### src/inc/strap_bus_cfg.svh
// constants for the strap-configured bus decode: addresses, strap defaults, widths
`ifndef STRAP_BUS_CFG_SVH
`define STRAP_BUS_CFG_SVH

// bus address width and the top i/o page prefix (bits 17..13 all ones)
`define BUS_ADDR_W 18
`define IO_PAGE_HI 5'h1f
// boot rom starting addresses, 777170 = 18'h3fe78 for reference
`define ROM_BASE_OPEN_OPEN 18'h3f600
`define ROM_BASE_OPEN_CLSD 18'h3f200
`define ROM_BASE_CLSD_OPEN 18'h3fa00
`define ROM_BASE_CLSD_CLSD 18'h3ec00
// boot rom window: 256 words, address bits 8..1 pick the word
`define ROM_WORD_LSB 1
`define ROM_WORD_W 8
`define ROM_MATCH_LSB 9
// device register block: base at bit 3, words picked by bits 2..1
`define REG_MATCH_LSB 3
`define REG_WORD_W 2
// twelve-bit host device code, 75 octal
`define DEV_CODE 6'h3d
// strap levels after reset, matching the shipped board
`define VEC_STRAP_RST 7'h2d
`define ADDR_SHUNT_RST 10'h3cf
`define ROM_PLACE_RST 2'h2
`define BOOT_STRAP_RST 1'h1
`define LEVEL_STRAP_RST 2'h1
`define MODE_JUMPER_RST 1'h1
`define DEV_JUMPER_RST 6'h02

`endif

### src/inc/strap_bus_pkg.sv
// types shared by the strap-configured bus decode
`default_nettype none
package strap_bus_pkg;
    // operating mode chosen by the mode jumper
    typedef enum logic {MODE_LEGACY, MODE_EXTENDED} op_mode_t;
    // bus address carried on the backplane
    typedef logic [17:0] bus_addr_t;
    // index of a grant chain handled by the relay
    typedef enum int {CHAIN_IRQ, CHAIN_DMA} chain_t;
endpackage
`default_nettype wire

### src/inc/grant_if.sv
// grant daisy-chain signals passed between the decode top and its relay
`default_nettype none
interface grant_if;
    logic [1:0] req;     // device wants the chain, per chain
    logic [1:0] gnt_in;  // grant arriving from the processor side
    logic [1:0] gnt_out; // grant passed on downstream
    logic [1:0] taken;   // grant held by this device
    modport relay(input req, input gnt_in, output gnt_out, output taken);
    modport user(output req, output gnt_in, input gnt_out, input taken);
endinterface
`default_nettype wire

### src/strap_bus_decode.sv
// strap-configured host bus decode of the disk interface card
// Notes on behaviour
// - seven vector straps give vector bits 2..8
// - vector bits 1..0 always zero
// - shipped vector straps give vector 264
// - shunts 3..12 give register address bits
// - shipped shunts decode base 777170
// - two straps place boot rom window
// - rom window spans 256 words
// - boot disable strap mutes rom window
// - jumpers pick request level 4 to 7
// - mode jumper installed means legacy mode
// - device takes and relays non-processor grant
// - twelve-bit variant answers the jumpered device code, 75 with shipped jumpers
// - boot strap shorted disables, open enables
`default_nettype none
`include "strap_bus_cfg.svh"
module strap_bus_decode (
    // clock and reset
    input wire logic CLOCK,
    input wire logic RST_N,
    // board straps, pin level: closed reads 0, open reads 1
    input wire logic [6:0] VECTOR_BIT_STRAPS,
    input wire logic [9:0] ADDR_SHUNTS,
    input wire logic [1:0] ROM_PLACE_STRAPS,
    input wire logic BOOT_DISABLE_STRAP,
    input wire logic [1:0] LEVEL_JUMPERS,
    input wire logic LEGACY_MODE_JUMPER,
    input wire logic [5:0] DEV_CODE_JUMPERS,
    // address cycle on the host bus clock
    input wire logic [17:0] BUS_ADDR,
    input wire logic ADDR_STROBE,
    input wire logic [5:0] IOT_CODE,
    input wire logic IOT_STROBE,
    // requests from the device core
    input wire logic IRQ_REQ,
    input wire logic DMA_REQ,
    // grant chains
    input wire logic IRQ_GRANT_IN,
    input wire logic DMA_GRANT_CHAIN_IN,
    output logic IRQ_GRANT_OUT,
    output logic DMA_GRANT_CHAIN_OUT,
    output logic IRQ_TAKEN,
    output logic DMA_TAKEN,
    // selects
    output logic REG_SEL,
    output logic [1:0] REG_WORD,
    output logic ROM_SEL,
    output logic [7:0] ROM_WORD,
    output logic DEV_SEL,
    // configuration views
    output logic [8:0] VECTOR,
    output logic REQUEST_LEVEL_FOUR,
    output logic REQUEST_LEVEL_FIVE,
    output logic REQUEST_LEVEL_SIX,
    output logic REQUEST_LEVEL_SEVEN,
    output logic EXTENDED_MODE
);
    localparam int STRAP_W = 29; // every strap pin, packed together

    // raw pins and their shipped levels, packed in one order
    logic [STRAP_W-1:0] strap_pins;
    // three-stage synchroniser and the accepted strap image
    logic [STRAP_W-1:0] sync1_ff, sync2_ff, sync3_ff;
    logic [STRAP_W-1:0] strap_ff;

    assign strap_pins = {VECTOR_BIT_STRAPS, ADDR_SHUNTS, ROM_PLACE_STRAPS,
                         BOOT_DISABLE_STRAP, LEVEL_JUMPERS, LEGACY_MODE_JUMPER,
                         DEV_CODE_JUMPERS};
    // shipped board image, a constant so the reset branches load constants only
    localparam logic [STRAP_W-1:0] STRAP_RST = {`VEC_STRAP_RST, `ADDR_SHUNT_RST,
        `ROM_PLACE_RST, `BOOT_STRAP_RST, `LEVEL_STRAP_RST,
        `MODE_JUMPER_RST, `DEV_JUMPER_RST};

    // unpacked strap fields
    wire logic [6:0] vec_straps = strap_ff[28:22];
    wire logic [9:0] addr_shunts = strap_ff[21:12];
    wire logic [1:0] rom_place = strap_ff[11:10];
    wire logic boot_open = strap_ff[9];
    wire logic [1:0] level_sel = strap_ff[8:7];
    wire logic mode_open = strap_ff[6];
    wire logic [5:0] dev_jumpers = strap_ff[5:0];

    // synchroniser chain; straps are static but pins bounce when moved
    always_ff @(posedge CLOCK or negedge RST_N) begin
        if (!RST_N) begin
            // shipped levels here, or the image would fall to all-closed after reset
            sync1_ff <= STRAP_RST;
            sync2_ff <= STRAP_RST;
            sync3_ff <= STRAP_RST;
        end else begin
            sync1_ff <= strap_pins;
            sync2_ff <= sync1_ff;
            sync3_ff <= sync2_ff;
        end
    end

    // a strap bit changes only once stages two and three agree
    wire logic [STRAP_W-1:0] nxt_strap; // accepted image for the next edge
    genvar b;
    generate
        for (b = 0; b < STRAP_W; b++) begin : g_strap
            // disagreeing stages keep the old level, so a one-sample bounce never lands
            assign nxt_strap[b] = (sync2_ff[b] == sync3_ff[b]) ? sync3_ff[b] : strap_ff[b];
        end
    endgenerate

    // accepted strap image, one process so the register has one driver
    always_ff @(posedge CLOCK or negedge RST_N) begin
        if (!RST_N) begin
            strap_ff <= STRAP_RST;
        end else begin
            strap_ff <= nxt_strap;
        end
    end

    // window compare used by register and rom decode alike
    function automatic logic win_hit(input logic [17:0] a, input logic [17:0] base,
                                     input int lsb);
        logic [17:0] mask;
        mask = 18'h3ffff << lsb;
        win_hit = ((a ^ base) & mask) == 18'h00000;
    endfunction

    // register base: top page prefix plus shunted bits 12..3
    wire logic [17:0] reg_base = {`IO_PAGE_HI, addr_shunts, 3'h0};
    wire logic reg_hit = win_hit(BUS_ADDR, reg_base, `REG_MATCH_LSB);

    // rom base from the two placement straps, {pos1, pos2}
    logic [17:0] rom_base;
    always_comb begin
        case (rom_place)
            2'h3: rom_base = `ROM_BASE_OPEN_OPEN;
            2'h2: rom_base = `ROM_BASE_OPEN_CLSD;
            2'h1: rom_base = `ROM_BASE_CLSD_OPEN;
            2'h0: rom_base = `ROM_BASE_CLSD_CLSD;
            default: rom_base = `ROM_BASE_OPEN_CLSD;
        endcase
    end
    // 256-word window; shorted boot strap drops every rom address
    wire logic rom_hit = boot_open
        & win_hit(BUS_ADDR, rom_base, `ROM_MATCH_LSB);

    // device code: an installed jumper pulls low and counts as a one
    wire logic [5:0] dev_code = ~dev_jumpers;
    wire logic dev_hit = (IOT_CODE == dev_code);

    // registered selects, one cycle after the strobe
    logic reg_sel_ff, rom_sel_ff, dev_sel_ff;
    logic [1:0] reg_word_ff;
    logic [7:0] rom_word_ff;
    always_ff @(posedge CLOCK or negedge RST_N) begin
        if (!RST_N) begin
            reg_sel_ff <= 1'b0;
            rom_sel_ff <= 1'b0;
            dev_sel_ff <= 1'b0;
            reg_word_ff <= 2'h0;
            rom_word_ff <= 8'h00;
        end else begin
            reg_sel_ff <= ADDR_STROBE & reg_hit;
            rom_sel_ff <= ADDR_STROBE & rom_hit;
            dev_sel_ff <= IOT_STROBE & dev_hit;
            reg_word_ff <= BUS_ADDR[`REG_WORD_W:1];
            rom_word_ff <= BUS_ADDR[`ROM_WORD_W:`ROM_WORD_LSB];
        end
    end

    // vector and level images, held in flops for clean outputs
    logic [8:0] vector_ff;
    logic [3:0] level_ff;
    logic mode_ff;
    wire logic [3:0] level_onehot = 4'h1 << level_sel;
    always_ff @(posedge CLOCK or negedge RST_N) begin
        if (!RST_N) begin
            vector_ff <= 9'h000;
            level_ff <= 4'h0;
            mode_ff <= 1'b1;
        end else begin
            vector_ff <= {vec_straps, 2'h0};
            level_ff <= IRQ_REQ ? level_onehot : 4'h0;
            mode_ff <= mode_open;
        end
    end

    // grant chains, relayed by the submodule
    grant_if gif();
    assign gif.req = {DMA_REQ, IRQ_REQ};
    assign gif.gnt_in = {DMA_GRANT_CHAIN_IN, IRQ_GRANT_IN};
    grant_relay u_relay (
        .clk(CLOCK),
        .rst_n(RST_N),
        .g(gif.relay)
    );

    assign IRQ_GRANT_OUT = gif.gnt_out[0];
    assign DMA_GRANT_CHAIN_OUT = gif.gnt_out[1];
    assign IRQ_TAKEN = gif.taken[0];
    assign DMA_TAKEN = gif.taken[1];
    assign REG_SEL = reg_sel_ff;
    assign REG_WORD = reg_word_ff;
    assign ROM_SEL = rom_sel_ff;
    assign ROM_WORD = rom_word_ff;
    assign DEV_SEL = dev_sel_ff;
    assign VECTOR = vector_ff;
    assign {REQUEST_LEVEL_SEVEN, REQUEST_LEVEL_SIX, REQUEST_LEVEL_FIVE,
            REQUEST_LEVEL_FOUR} = level_ff;
    assign EXTENDED_MODE = (mode_ff == strap_bus_pkg::MODE_EXTENDED);
endmodule
`default_nettype wire

### src/grant_relay.sv
// grant relay: takes a chain grant when requesting, passes it on otherwise
`default_nettype none
module grant_relay (
    input wire logic clk,
    input wire logic rst_n,
    grant_if.relay g
);
    logic [1:0] taken_ff; // grant registered each edge while both it and our request stand
    wire logic [1:0] nxt_taken; // grant captured instead of forwarded, per chain

    genvar i;
    generate
        for (i = 0; i < 2; i++) begin : g_chain
            // combinational pass-on keeps chain latency to a gate
            assign g.gnt_out[i] = g.gnt_in[i] & ~g.req[i];
            // capture the grant instead of forwarding it
            assign nxt_taken[i] = g.gnt_in[i] & g.req[i];
        end
    endgenerate

    // one process for both chains keeps a single driver on the register
    always_ff @(posedge clk or negedge rst_n) begin
        if (!rst_n) begin
            taken_ff <= 2'h0;
        end else begin
            taken_ff <= nxt_taken;
        end
    end

    assign g.taken = taken_ff;
endmodule
`default_nettype wire

### config.mk
export PLATFORM = sky130hd
export DESIGN_NAME = strap_bus_decode
export DESIGN_NICKNAME = d
export VERILOG_FILES = /design/src/inc/strap_bus_pkg.sv /design/src/inc/grant_if.sv /design/src/strap_bus_decode.sv /design/src/grant_relay.sv
export VERILOG_INCLUDE_DIRS = /design/src /design/src/inc
export SDC_FILE = /design/constraint.sdc
export NUM_CORES = 1
export LEC_CHECK = 0
export BUFFER_PORTS_ARGS = -buffer_cell sky130_fd_sc_hd__buf_2
export CORE_MARGIN = 4
export CORE_UTILIZATION = 57
export CTS_CLUSTER_DIAMETER = 120
export DETAILED_ROUTE_END_ITERATION = 6
export PLACE_DENSITY = 0.81
export REMOVE_ABC_BUFFERS = 1
export SYNTH_ARGS = -nofsm -noshare
export SYNTH_HDL_FRONTEND = slang
export SYNTH_HIERARCHICAL = 1
export SYNTH_SLANG_ARGS = --single-unit
### constraint.sdc
create_clock -name CLOCK -period 2.52 [get_ports CLOCK]
set_input_delay 0.252 -clock CLOCK [delete_from_list [all_inputs] [get_ports CLOCK]]
set_output_delay 0.252 -clock CLOCK [all_outputs]
set_load 0.01 [all_outputs]
* Word level (Yosys, flattened, before mapping)
Index checks and enable logic that the tools add are counted.
Storage, ports and cells: bits of input ports 61, register bits after elaboration 143
Cells by class: shift-type cells 1, mux-type cells 2, equal/unequal tests 33, bitwise operators 13, reductions and logical operators 3
Operators by type and width (number):
- one-hot mux 18 bit (4 select lines) | 1
- zero test 18 bit | 2
- bitwise XOR 18 bit | 2
- == test 1 bit | 29
- AND 1 bit | 8
- == test 6 bit | 1
- NOT 6 bit | 1
- == test 2 bit, second input constant | 2
- 2-to-1 mux 4 bit | 1
- left shift 1 x 2 -> 4 bit, first input constant | 1
- == test 2 x 1 -> 1 bit, second input constant | 1
- zero test 2 bit | 1
- NOT 1 bit | 2

* Logic depth before layout (Yosys ltp)
Gate-level depths: netlist (run 1).
word-level depth 6, gate-level depth with buffers 5, mapped depth without buffers 5

* Modules after synthesis
The synthesis (run 1) kept the hierarchy.
By module, submodules not included:
- strap_bus_decode | cells each 215, instances 1, seq. area each 3564.7 sq um, area each 4205.3 sq um
- grant_relay | cells each 6, instances 1, seq. area each 50.0 sq um, area each 82.6 sq um

* Least setup slack after synthesis (run 1)
Ideal clock, no wire load.
path type register -> register, start register strap_ff[11], end register rom_sel_ff (netlist: ROM_SEL), arrival time 1221 ps, cell stages (with the launch flop) 6, clock period less this slack 1322 ps, data required time 2419 ps, path buffers 0, path slack 1198 ps, path through dfstp_2 inv_1 ha_1 xor2_1 nand2_1 nor4_1
Between the ends: word-level cells in the longest chain between the ends 6
Ends and longest elaborated chain:
- start: declaration | RTL line strap_bus_decode.sv:65 | logic [STRAP_W-1:0] strap_ff;
- start signal: assignment | RTL line strap_bus_decode.sv:113 | strap_ff <= nxt_strap;
- == test 2 x 1 -> 1 bit, or another cell as far along | RTL line strap_bus_decode.sv:132 | case (rom_place)
- one-hot mux 18 bit (4 select lines) (*) | RTL line strap_bus_decode.sv:132
- bitwise XOR 18 bit (*) | RTL line strap_bus_decode.sv:122 | win_hit = ((a ^ base) & mask) == 18'h00000;
- zero test 18 bit (*) | RTL line strap_bus_decode.sv:122
- AND 1 bit (*) | RTL line strap_bus_decode.sv:141 | wire logic rom_hit = boot_open
- AND 1 bit (*) | RTL line strap_bus_decode.sv:161 | rom_sel_ff <= ADDR_STROBE & rom_hit;
- end signal: assignment | RTL line strap_bus_decode.sv:161
- end: declaration | RTL line strap_bus_decode.sv:149 | logic reg_sel_ff, rom_sel_ff, dev_sel_ff;
Every way passes the cells marked *; elsewhere a longest branch is shown, timed or not. The select of a mux whose other input is x is not followed. A chain may end at the register's enable or synchronous reset.

* Final worst setup path (run 1)
start input port IRQ_REQ, end output port IRQ_GRANT_OUT
Between the ends: word-level cells in the longest chain between the ends 2
Ends and longest elaborated chain:
- start: declaration | RTL line strap_bus_decode.sv:36 | input wire logic IRQ_REQ,
- NOT 1 bit | RTL line grant_relay.sv:15 | assign g.gnt_out[i] = g.gnt_in[i] & ~g.req[i];
- AND 1 bit | RTL line grant_relay.sv:15
- end: declaration | RTL line strap_bus_decode.sv:41 | output logic IRQ_GRANT_OUT,
Every way passes these cells.

==> impl_metrics.tcl, run 1 <==
set metrics [dict create \
    outcome "finished, final reports clean" \
    syn_to_final_growth_pct 37.03 \
    syn_area_sq_mm 0.004288 \
    finalCriticalPeriod_ns 1.536 \
    tightest_slew_ns 0.6662 \
    grt_pass1_vias 2472 \
    vias 2229 \
    p_sw_mw 1.062 \
    yosysSeqAreaShare 0.8430 \
    dieArea_sq_mm 0.008974 \
    met1_length_um 2791 \
    cts_buffer_depth 2 \
    die_w_um 94.73 \
    synth.largest_area_cell "dfstp_2" \
    hp-class "primary input to flop" \
    cp.required_ns 2.27 \
    whs_ns 0.03460 \
    highest_layer "met4" \
    seqPwrFrac 0.490 \
    r2r-start "strap_ff[11]" \
    wl_per_cell_um 14.77 \
    r2r-end "ROM_SEL" \
    finalHoldViolCount 0 \
    whs_path_depth 3 \
    setup_viol 0 \
    reg2reg_depth 5 \
    cap_violations 0 \
    synth.avg_cell_area_sq_um 19.40 \
    diodes 0 \
    final_nets 435 \
    drc 0 \
    async_reset_ff_frac 1.000 \
    initial_utilization 0.5880 \
    drt-vias-per-instance 4.615 \
    min_from "BUS_ADDR[14]" \
    clk_latency_ns 0.50 \
    dpl.hpwl_um 4131 \
    arrival_ns 1.28 \
    dr.pass1.iters 7 \
    drtIter0Drc 44 \
    critical_path.max_fanout 6 \
    dr_wl_met2_um 3876 \
    ys_seq_elements 141 \
    min_period_over_period 0.6097 \
    worst-setup-path-type "primary input to primary output" \
    wirelength_um 7136 \
    numPortBuffers 88 \
    synth_commonest_cells "72 x dfrtp_1, 69 x dfstp_2, 29 x maj3_1" \
    htree_levels 4 \
    switching_share 0.2050 \
    cts_buffers 17 \
    timing.setup.tns_ns 0 \
    fin_worst_skew_ns 0.006730 \
    synth_cell_types 22 \
    ys_dominant_reg_cell "dfrtp_1" \
    grt_pass1_wl_um 11730 \
    yosys_warnings 6 \
    rows 31 \
    slew_violations 0 \
    core-area_sq_mm 0.007292 \
    power_density_mw_per_mm2 882.1 \
    wl_met3_um 375 \
    worstSetupEndpointType "primary output" \
    rsz0062_at_grt "false" \
    antenna_found_initial 0 \
    grt_overflow 0 \
    cts_tree "built" \
    pwr-share-comb 0.060 \
    cts.clk_slew.worst_paths_ns 0.06 \
    synth.area.top_cells "dfstp_2 42%, dfrtp_1 42%, maj3_1 6.8%" \
    crit_path_start_kind "primary input" \
    clockRootBuffer "clkbuf_8" \
    grtUsageTotal 0.1811 \
    clock_sinks 141 \
    die_h_um 94.73 \
    io_pins 92 \
    min_to "REG_SEL" \
    slew-limit-headroom 0.5558 \
    antenna_left 0 \
    synth_top_area_frac 0.4228 \
    yosysMostFrequentCell "dfrtp_1" \
    max_freq_ghz 0.6509 \
    p_int_mw 4.120 \
    r2r_slack_ns 1.05 \
    drive_gt1_frac 0.5026 \
    totalPowerFinal_mw 5.183 \
    globalplace.congestion 0.6673 \
    synth-edff-count 0 \
    grt_max_degree 78 \
    synth_cells 221 \
    p_clk_frac 0.450 \
    leakage_nw 2.633 \
    irDropWorstVdd_mv 0.5574 \
]
[kinds of logic after synthesis]
family | Yosys count | synth area share
compound gates | 2 | 0.002918
simple gates | 21 | 0.03123
other cells | 1 | 0.0008746
fa+ha+maj | 32 | 0.07645
xor+xnor | 18 | 0.03677
flops | 141 | 0.8430
buf+inv | 6 | 0.008755
[how the worst max path moves through the flow]
stage	from	end	slack, ns	cells after the start
after floorplan	strap_ff[11]	ROM_SEL	1.20	5
after global placement	strap_ff[11]	ROM_SEL	1.15	5
after detailed placement	strap_ff[11]	ROM_SEL	1.06	5
after CTS	IRQ_REQ	IRQ_GRANT_OUT	1.0	4
after global routing	IRQ_REQ	IRQ_GRANT_OUT	0.95	4
final	IRQ_REQ	IRQ_GRANT_OUT	0.98	4
[power by group through the flow]
| stage | logic (mW) | registers [mW] | clock network [mW] |
|---|---|---|---|
| 6_report | 0.310 | 2.54 | 2.33 |
| 5_1_grt | 0.344 | 2.55 | 2.50 |
| 2_1_floorplan | 0.0987 | 2.57 | 0 |
| 4_1_cts | 0.313 | 2.54 | 2.39 |
| 3_5_place_dp | 0.256 | 2.57 | 0 |
| 3_3_place_gp | 0.246 | 2.56 | 0 |
[layer usage]
layer | vias to the layer above | global-route usage
met5 | - | 0
met4 | 0 | 0.1046
met2 | 70 | 0.3018
met1 | 1117 | 0.2101
met3 | 8 | 0.05100
li1 | 1034 | -
[area by class of cell]
class | count | area (sq um)
Sequential cell | 141 | 3615
Fill cell | 400 | 1416
Timing Repair Buffer | 134 | 914.6
Multi-Input combinational cell | 75 | 639.4
Clock buffer | 22 | 462.9
Tap cell | 99 | 123.9
Clock inverter | 10 | 112.6
Inverter | 2 | 7.507
[placed cells by master, fill, tap and decap left out, types with 2 or more instances in the layout]
| cell | n |
|---|---|
| maj3_1 | 29 |
| xor2_1 | 4 |
| and3b_1 | 2 |
| clkinv_2 | 3 |
| dlygate4sd3_1 | 44 |
| nor2_1 | 2 |
| nand4_1 | 3 |
| nand2_1 | 3 |
| conb_1 | 2 |
| and2b_2 | 2 |
| buf_2 | 87 |
| inv_4 | 2 |
| and2_2 | 2 |
| clkbuf_1 | 2 |
| inv_1 | 2 |
| dfstp_2 | 69 |
| clkbuf_16 | 16 |
| ha_1 | 3 |
| dfrtp_1 | 72 |
| clkinv_4 | 2 |
| nor4_1 | 3 |
| clkbuf_8 | 4 |
| bufinv_16 | 2 |
| xnor2_1 | 14 |
[sequential cells by signal, summed over array words and instances, names as in the netlist, 2 cells and up]
register,flops
sync2_ff,29
level_ff,4
strap_ff,29
sync3_ff,29
ROM_WORD,8
sync1_ff,29
u_relay/g.taken,2
VECTOR,7
[per-stage QoR]
step                      cells  setup WS, ns  utilization  area (sq um)
final                       483        0.9836       0.8058          5876
after CTS                   483        0.9967       0.8058          5876
after global placement      407         1.154       0.6664          4860
after detailed placement    407         1.062       0.6664          4860
after global routing        483        0.9516       0.8058          5876
after floorplan             218         1.198            -          4262
[what timing repair did]
action / 4_1_cts / 5_1_grt
setup buffers: 0 / 0
setup endpoints to repair: 0 / 0
endpoints found under the hold margin: 72 / 0
gates resized for setup: 0 / 0
hold buffers: 44 / 0
[worst max-delay path, stage by stage]
cell and delay [ns]:
dlygate4sd3_1 0.53, buf_2 0.14, and2b_2 0.23, buf_2 0.14
(Power assumes the default switching activity.)
==> run 2, diff against run 1 <==
- CORE_UTILIZATION: 57 -> 53
- PLACE_DENSITY: 0.81 -> 0.76
- clock period: 2.52 -> 1.51 ns (I/O delays scaled with it)
==> run 2 against run 1 <==
Sequential cell count unchanged. Combinational power is 80% higher. Clock skew shrank 0.0013 ns. Critical path type is now flop to flop. Wire length up 0.29%. Critical endpoint is now ROM_SEL. Largest power group unchanged.
==> impl_metrics.tcl, run 2 (same netlist as run 1, synthesis figures left out) <==
set metrics [dict create \
    slew_violations 0 \
    cp.required_ns 1.91 \
    leakage_nw 2.705 \
    reg2reg_depth 5 \
    grt_max_degree 56 \
    cts.clk_slew.worst_paths_ns 0.06 \
    drive_gt1_frac 0.4925 \
    cp_cell_sequence "inv_1, ha_1, xor2_1, nand2_1, nor4_1" \
    r2r-end "ROM_SEL" \
    die_w_um 97.95 \
    irDropWorstVdd_mv 0.8937 \
    max_freq_ghz 0.7081 \
    numPortBuffers 88 \
    timing.setup.tns_ns 0 \
    die_h_um 97.95 \
    tightest_slew_ns 0.5112 \
    dr.pass1.iters 4 \
    wirelength_um 7157 \
    core-area_sq_mm 0.007807 \
    cts_buffers 17 \
    vias 2269 \
    place_inst 414 \
    setup_viol 0 \
    drtIter0Drc 35 \
    diodes 0 \
    grt_pass1_wl_um 12100 \
    initial_utilization 0.5492 \
    fillers 441 \
    seq_area_sq_mm 0.003615 \
    clk_latency_ns 0.50 \
    crit_path_top_delay_cell "dfstp_2" \
    grtUsageTotal 0.1638 \
    r2r_slack_ns 0.1 \
    power_density_mw_per_mm2 1433 \
    dpl.hpwl_um 4436 \
    globalplace.congestion 0.6872 \
    rsz0062_at_grt "false" \
    final_cells 502 \
    post_cts_buffers 0 \
    cts_buffer_depth 2 \
    grt_overflow 0 \
    slew-limit-headroom 0.6592 \
    worst-setup-path-type "flop to flop" \
    finalHoldViolCount 0 \
    drt-vias-per-instance 4.520 \
    hp-class "primary input to asynchronous set/reset pin" \
    io_pins 92 \
    antenna_found_initial 0 \
    critical_path.max_fanout 3 \
    cts-resized-gates 0 \
    clockRootBuffer "clkbuf_8" \
    clock_sinks 141 \
    worstSetupEndpointType "flop" \
    r2r-start "strap_ff[11]" \
    dieArea_sq_mm 0.009593 \
    antenna_left 0 \
    layout_common_cells "87 x buf_2, 72 x dfrtp_1, 69 x dfstp_2" \
    design_area_sq_mm 0.006065 \
    cts_tree "built" \
    final_common_cell "buf_2" \
    htree_levels 4 \
    fin_worst_skew_ns 0.005470 \
    arrival_ns 1.81 \
    min_period_over_period 0.9352 \
    rows 32 \
    syn_to_final_growth_pct 41.44 \
    wl_per_cell_um 14.26 \
    grt_pass1_vias 2599 \
    final_nets 451 \
    multi_input_area_sq_um 639.4 \
    placed_area_sq_mm 0.004931 \
    outcome "finished, final reports clean" \
    finalCriticalPeriod_ns 1.412 \
    crit_path_start_kind "flop" \
    max_stage_delay_ns 0.55 \
    cap_violations 0 \
    drc 0 \
]
## run 2: worst max-delay path by stage
stage | endpoint | startpoint | cells after the start | slack (ns)
4_1_cts | ROM_SEL | strap_ff[11] | 5 | 0.09
3_5_place_dp | ROM_SEL | strap_ff[11] | 5 | 0.11
5_1_grt | ROM_SEL | strap_ff[11] | 5 | 0.02
3_3_place_gp | ROM_SEL | strap_ff[11] | 5 | 0.14
2_1_floorplan | ROM_SEL | strap_ff[11] | 5 | 0.19
6_report | ROM_SEL | strap_ff[11] | 5 | 0.1
## run 2: final cells by class
type | count | area share
sequential | 141 | 0.5960
clock buffer | 20 | 0.07180
tap | 102 | 0.02104
clock inverter | 12 | 0.02269
multi-input combinational | 75 | 0.1054
timing repair buffer | 150 | 0.1818
inverter | 2 | 0.001238
## run 2: per-stage QoR
step	util	hold slack (ns)	worst slack, ns	power (mW)
finish	0.7768	0.1759	0.09780	8.693
global route	0.7768	0.2004	0.02439	9.073
CTS	0.7768	0.1811	0.09269	8.790
detailed placement	0.6316	0.1489	0.1086	4.748
global placement	0.6316	0.1421	0.1444	4.713
floorplan	-	-0.1446	0.1883	4.449
## run 2: what timing repair did
action | in CTS | in global routing
hold endpoints to repair | 131 | 0
hold buffers | 56 | 0
endpoints found under the setup margin | 0 | 0
## run 2: power by group
group | total, mW | switching, mW | leakage, nW | internal, mW
clock network | 3.90 | 1.49 | 0.276 | 2.41
logic | 0.558 | 0.236 | 0.848 | 0.322
registers | 4.24 | 0.125 | 1.58 | 4.11
total | 8.69 | 1.85 | 2.71 | 6.84
## run 2: critical path, delay by kind of cell (launching register included)
kind / cells / cell delay [ns]
and+or+nand+nor: 2 / 0.27
buffers and inverters: 1 / 0.06
xor gates and xnor gates: 1 / 0.15
DFF: 1 / 0.55
adders and majority gates: 1 / 0.28
## run 2: routing by layer
| metal | wire [um] | global-route usage | vias up |
|---|---|---|---|
| met3 | 462 | 0.05929 | 12 |
| met2 | 3590 | 0.2686 | 71 |
| met1 | 3003 | 0.1964 | 1125 |
| met5 | 0 | 0 | - |
| met4 | 102 | 0.07029 | 0 |
| li1 | - | - | 1061 |
==> run 3, diff against run 2 <==
- SYNTH_HIERARCHICAL: 1 -> default
==> run 3 against run 2 <==
Maximum frequency is 2.4% lower. Final area shrank 1.2%. Clock power is 6.2% lower. Highest routed layer unchanged. Sequential cell count unchanged. Global-route usage fell by 0.35 points. Combinational power down 1%. Critical path type unchanged. Setup slack got worse by 0.035 ns. Register-to-register slack got worse by 0.03 ns. Synthesized cell count did not move. First-iteration DRC count grew 66%. Critical endpoint unchanged.
==> impl_metrics.tcl, run 3 <==
set metrics [dict create \
    layout_common_cells "87 x buf_2, 72 x dfrtp_1, 69 x dfstp_2" \
    synth_cells 221 \
    vias 2214 \
    outcome "finished, final reports clean" \
    numPortBuffers 88 \
    async_reset_ff_frac 1.000 \
    grt_overflow 0 \
    synth.avg_cell_area_sq_um 19.37 \
    synth.largest_area_cell "dfstp_2" \
    yosys_warnings 0 \
    cap_violations 0 \
    slew_violations 0 \
    worst-setup-path-type "flop to flop" \
    drt-vias-per-instance 4.437 \
    drc 0 \
    dieArea_sq_mm 0.009578 \
    grt_pass1_wl_um 11800 \
    arrival_ns 1.84 \
    syn_area_sq_mm 0.004280 \
    design_area_sq_mm 0.005992 \
    dr.pass1.iters 4 \
    fin_worst_skew_ns 0.006335 \
    syn_to_final_growth_pct 39.99 \
    final_common_cell "buf_2" \
    finalHoldViolCount 0 \
    setup_viol 0 \
    synth_cell_types 22 \
    die_w_um 97.87 \
    htree_levels 4 \
    pwr-share-comb 0.065 \
    clockRootBuffer "clkbuf_8" \
    io_pins 92 \
    dpl.hpwl_um 4302 \
    cts_buffers 17 \
    cts.clk_slew.worst_paths_ns 0.06 \
    grtUsageTotal 0.1603 \
    final_cells 499 \
    leakage_nw 2.661 \
    critical_path.max_fanout 3 \
    ys_seq_elements 141 \
    hp-class "primary input to asynchronous set/reset pin" \
    p_int_mw 6.736 \
    synth-edff-count 0 \
    rsz0062_at_grt "false" \
    initial_utilization 0.5482 \
    worstSetupEndpointType "flop" \
    fillers 470 \
    core-area_sq_mm 0.007807 \
    globalplace.congestion 0.7418 \
    clk_latency_ns 0.49 \
    finalCriticalPeriod_ns 1.447 \
    crit_path_start_kind "flop" \
    seqPwrFrac 0.502 \
    drtIter0Drc 58 \
    power_density_mw_per_mm2 1409 \
    whs_ns 0.1218 \
    dp_slack_ns 0.05628 \
    rows 32 \
    die_h_um 97.87 \
    timing.setup.tns_ns 0 \
    cts_buffer_depth 2 \
    wirelength_um 6906 \
    final_nets 448 \
    antenna_left 0 \
    min_period_over_period 0.9581 \
    cp.required_ns 1.90 \
    clock_sinks 141 \
    synth.area.top_cells "dfstp_2 42%, dfrtp_1 42%, maj3_1 6.8%" \
    yosysSeqAreaShare 0.8445 \
    switching_share 0.2020 \
    irDropWorstVdd_mv 0.9325 \
    p_sw_mw 1.705 \
    place_inst 412 \
    cts_tree "built" \
    p_clk_frac 0.433 \
    grt_pass1_vias 2434 \
    placed_area_sq_mm 0.004883 \
    cp_cell_sequence "inv_1, ha_4, xor2_1, nand2_1, nor4_2" \
    yosysMostFrequentCell "dfrtp_1" \
    synth_top_area_frac 0.4236 \
    synth_commonest_cells "72 x dfrtp_1, 69 x dfstp_2, 29 x maj3_1" \
    diodes 0 \
    grt_max_degree 40 \
    fin_ws_ns 0.06327 \
    max_freq_ghz 0.6912 \
    drive_gt1_frac 0.4761 \
    crit_path_top_delay_cell "dfstp_2" \
    wl_per_cell_um 13.84 \
    antenna_found_initial 0 \
    ys_dominant_reg_cell "dfrtp_1" \
    max_stage_delay_ns 0.54 \
]
## run 3: cell count changes after synthesis
cell	delta
nor2b_1	+2
and2_2	-2
and2_1	+2
and2b_2	-2
## run 3: per-stage QoR
stage	utilization	total power [mW]
floorplan	-	4.447
global placement	0.6255	4.695
detailed placement	0.6255	4.730
CTS	0.7625	8.537
global route	0.7675	8.825
finish	0.7675	8.441
## run 3: worst max-delay path: cells and delay by family, from the launching register on
kind / cells / cell delay (ns)
DFF: 1 / 0.54
and+or+nand+nor: 2 / 0.33
adders and majority gates: 1 / 0.27
xor gates and xnor gates: 1 / 0.14
buffers and inverters: 1 / 0.08
## run 3: per-layer routing
layer / vias to the layer above / share of wire / global-route usage
li1: 1048 / - / -
met1: 1099 / 0.41 / 0.1943
met2: 63 / 0.53 / 0.2639
met3: 4 / 0.051 / 0.05643
met4: 0 / 0.011 / 0.06496
met5: - / 0 / 0
## run 3: kinds of logic (layout without fill, tap and decap cells)
logic type | Yosys count | after routing | synth area share
AO/OA/AOI/OAI | 2 | 2 | 0.002923
buffers and inverters | 6 | 181 | 0.008770
adder cells (fa/ha/maj) | 32 | 32 | 0.07659
other | 1 | 2 | 0.0008761
AND/OR/NAND/NOR | 21 | 21 | 0.02953
flip-flops | 141 | 141 | 0.8445
XOR/XNOR | 18 | 18 | 0.03683
## run 3: cell type report
| type | count | area (sq um) | share of cell area |
|---|---|---|---|
| clock inverters | 6 | 61.31 | 0.01023 |
| multi-input cells | 75 | 650.6 | 0.1086 |
| clock buffers | 26 | 478.0 | 0.07977 |
| repair buffers | 147 | 1052 | 0.1756 |
| flip-flops and latches | 141 | 3615 | 0.6033 |
| well taps | 102 | 127.6 | 0.02130 |
| inverters | 2 | 7.507 | 0.001253 |
## run 3: what timing repair did
action | 4_1_cts | 5_1_grt
resized for setup | 0 | 2
buffers inserted | 0 | 0
setup endpoints to repair | 0 | 2
hold endpoints to repair | 136 | 1
hold buffers | 53 | 3
## run 3: power by group through the flow
| stage | Clock, mW | Sequential [mW] | Combinational [mW] |
|---|---|---|---|
| 2_1_floorplan | 0 | 4.28 | 0.163 |
| 3_3_place_gp | 0 | 4.28 | 0.419 |
| 3_5_place_dp | 0 | 4.29 | 0.437 |
| 4_1_cts | 3.75 | 4.24 | 0.545 |
| 5_1_grt | 3.95 | 4.26 | 0.615 |
| 6_report | 3.66 | 4.23 | 0.550 |
## run 3: path summary, 6_finish.rpt
kind	cells after the start	start	endpoint	slack [ns]
min in group CLOCK	2	ADDR_SHUNTS[7]	sync1_ff[19]	0.29
worst max-delay path	5	strap_ff[11]	ROM_SEL	0.06
worst max register to register	5	strap_ff[11]	ROM_SEL	0.06
worst min-delay path	2	RST_N	sync3_ff[28]	0.12
max in group asynchronous	3	RST_N	strap_ff[12]	0.76
worst min register to register	0	sync1_ff[28]	sync2_ff[28]	0.35
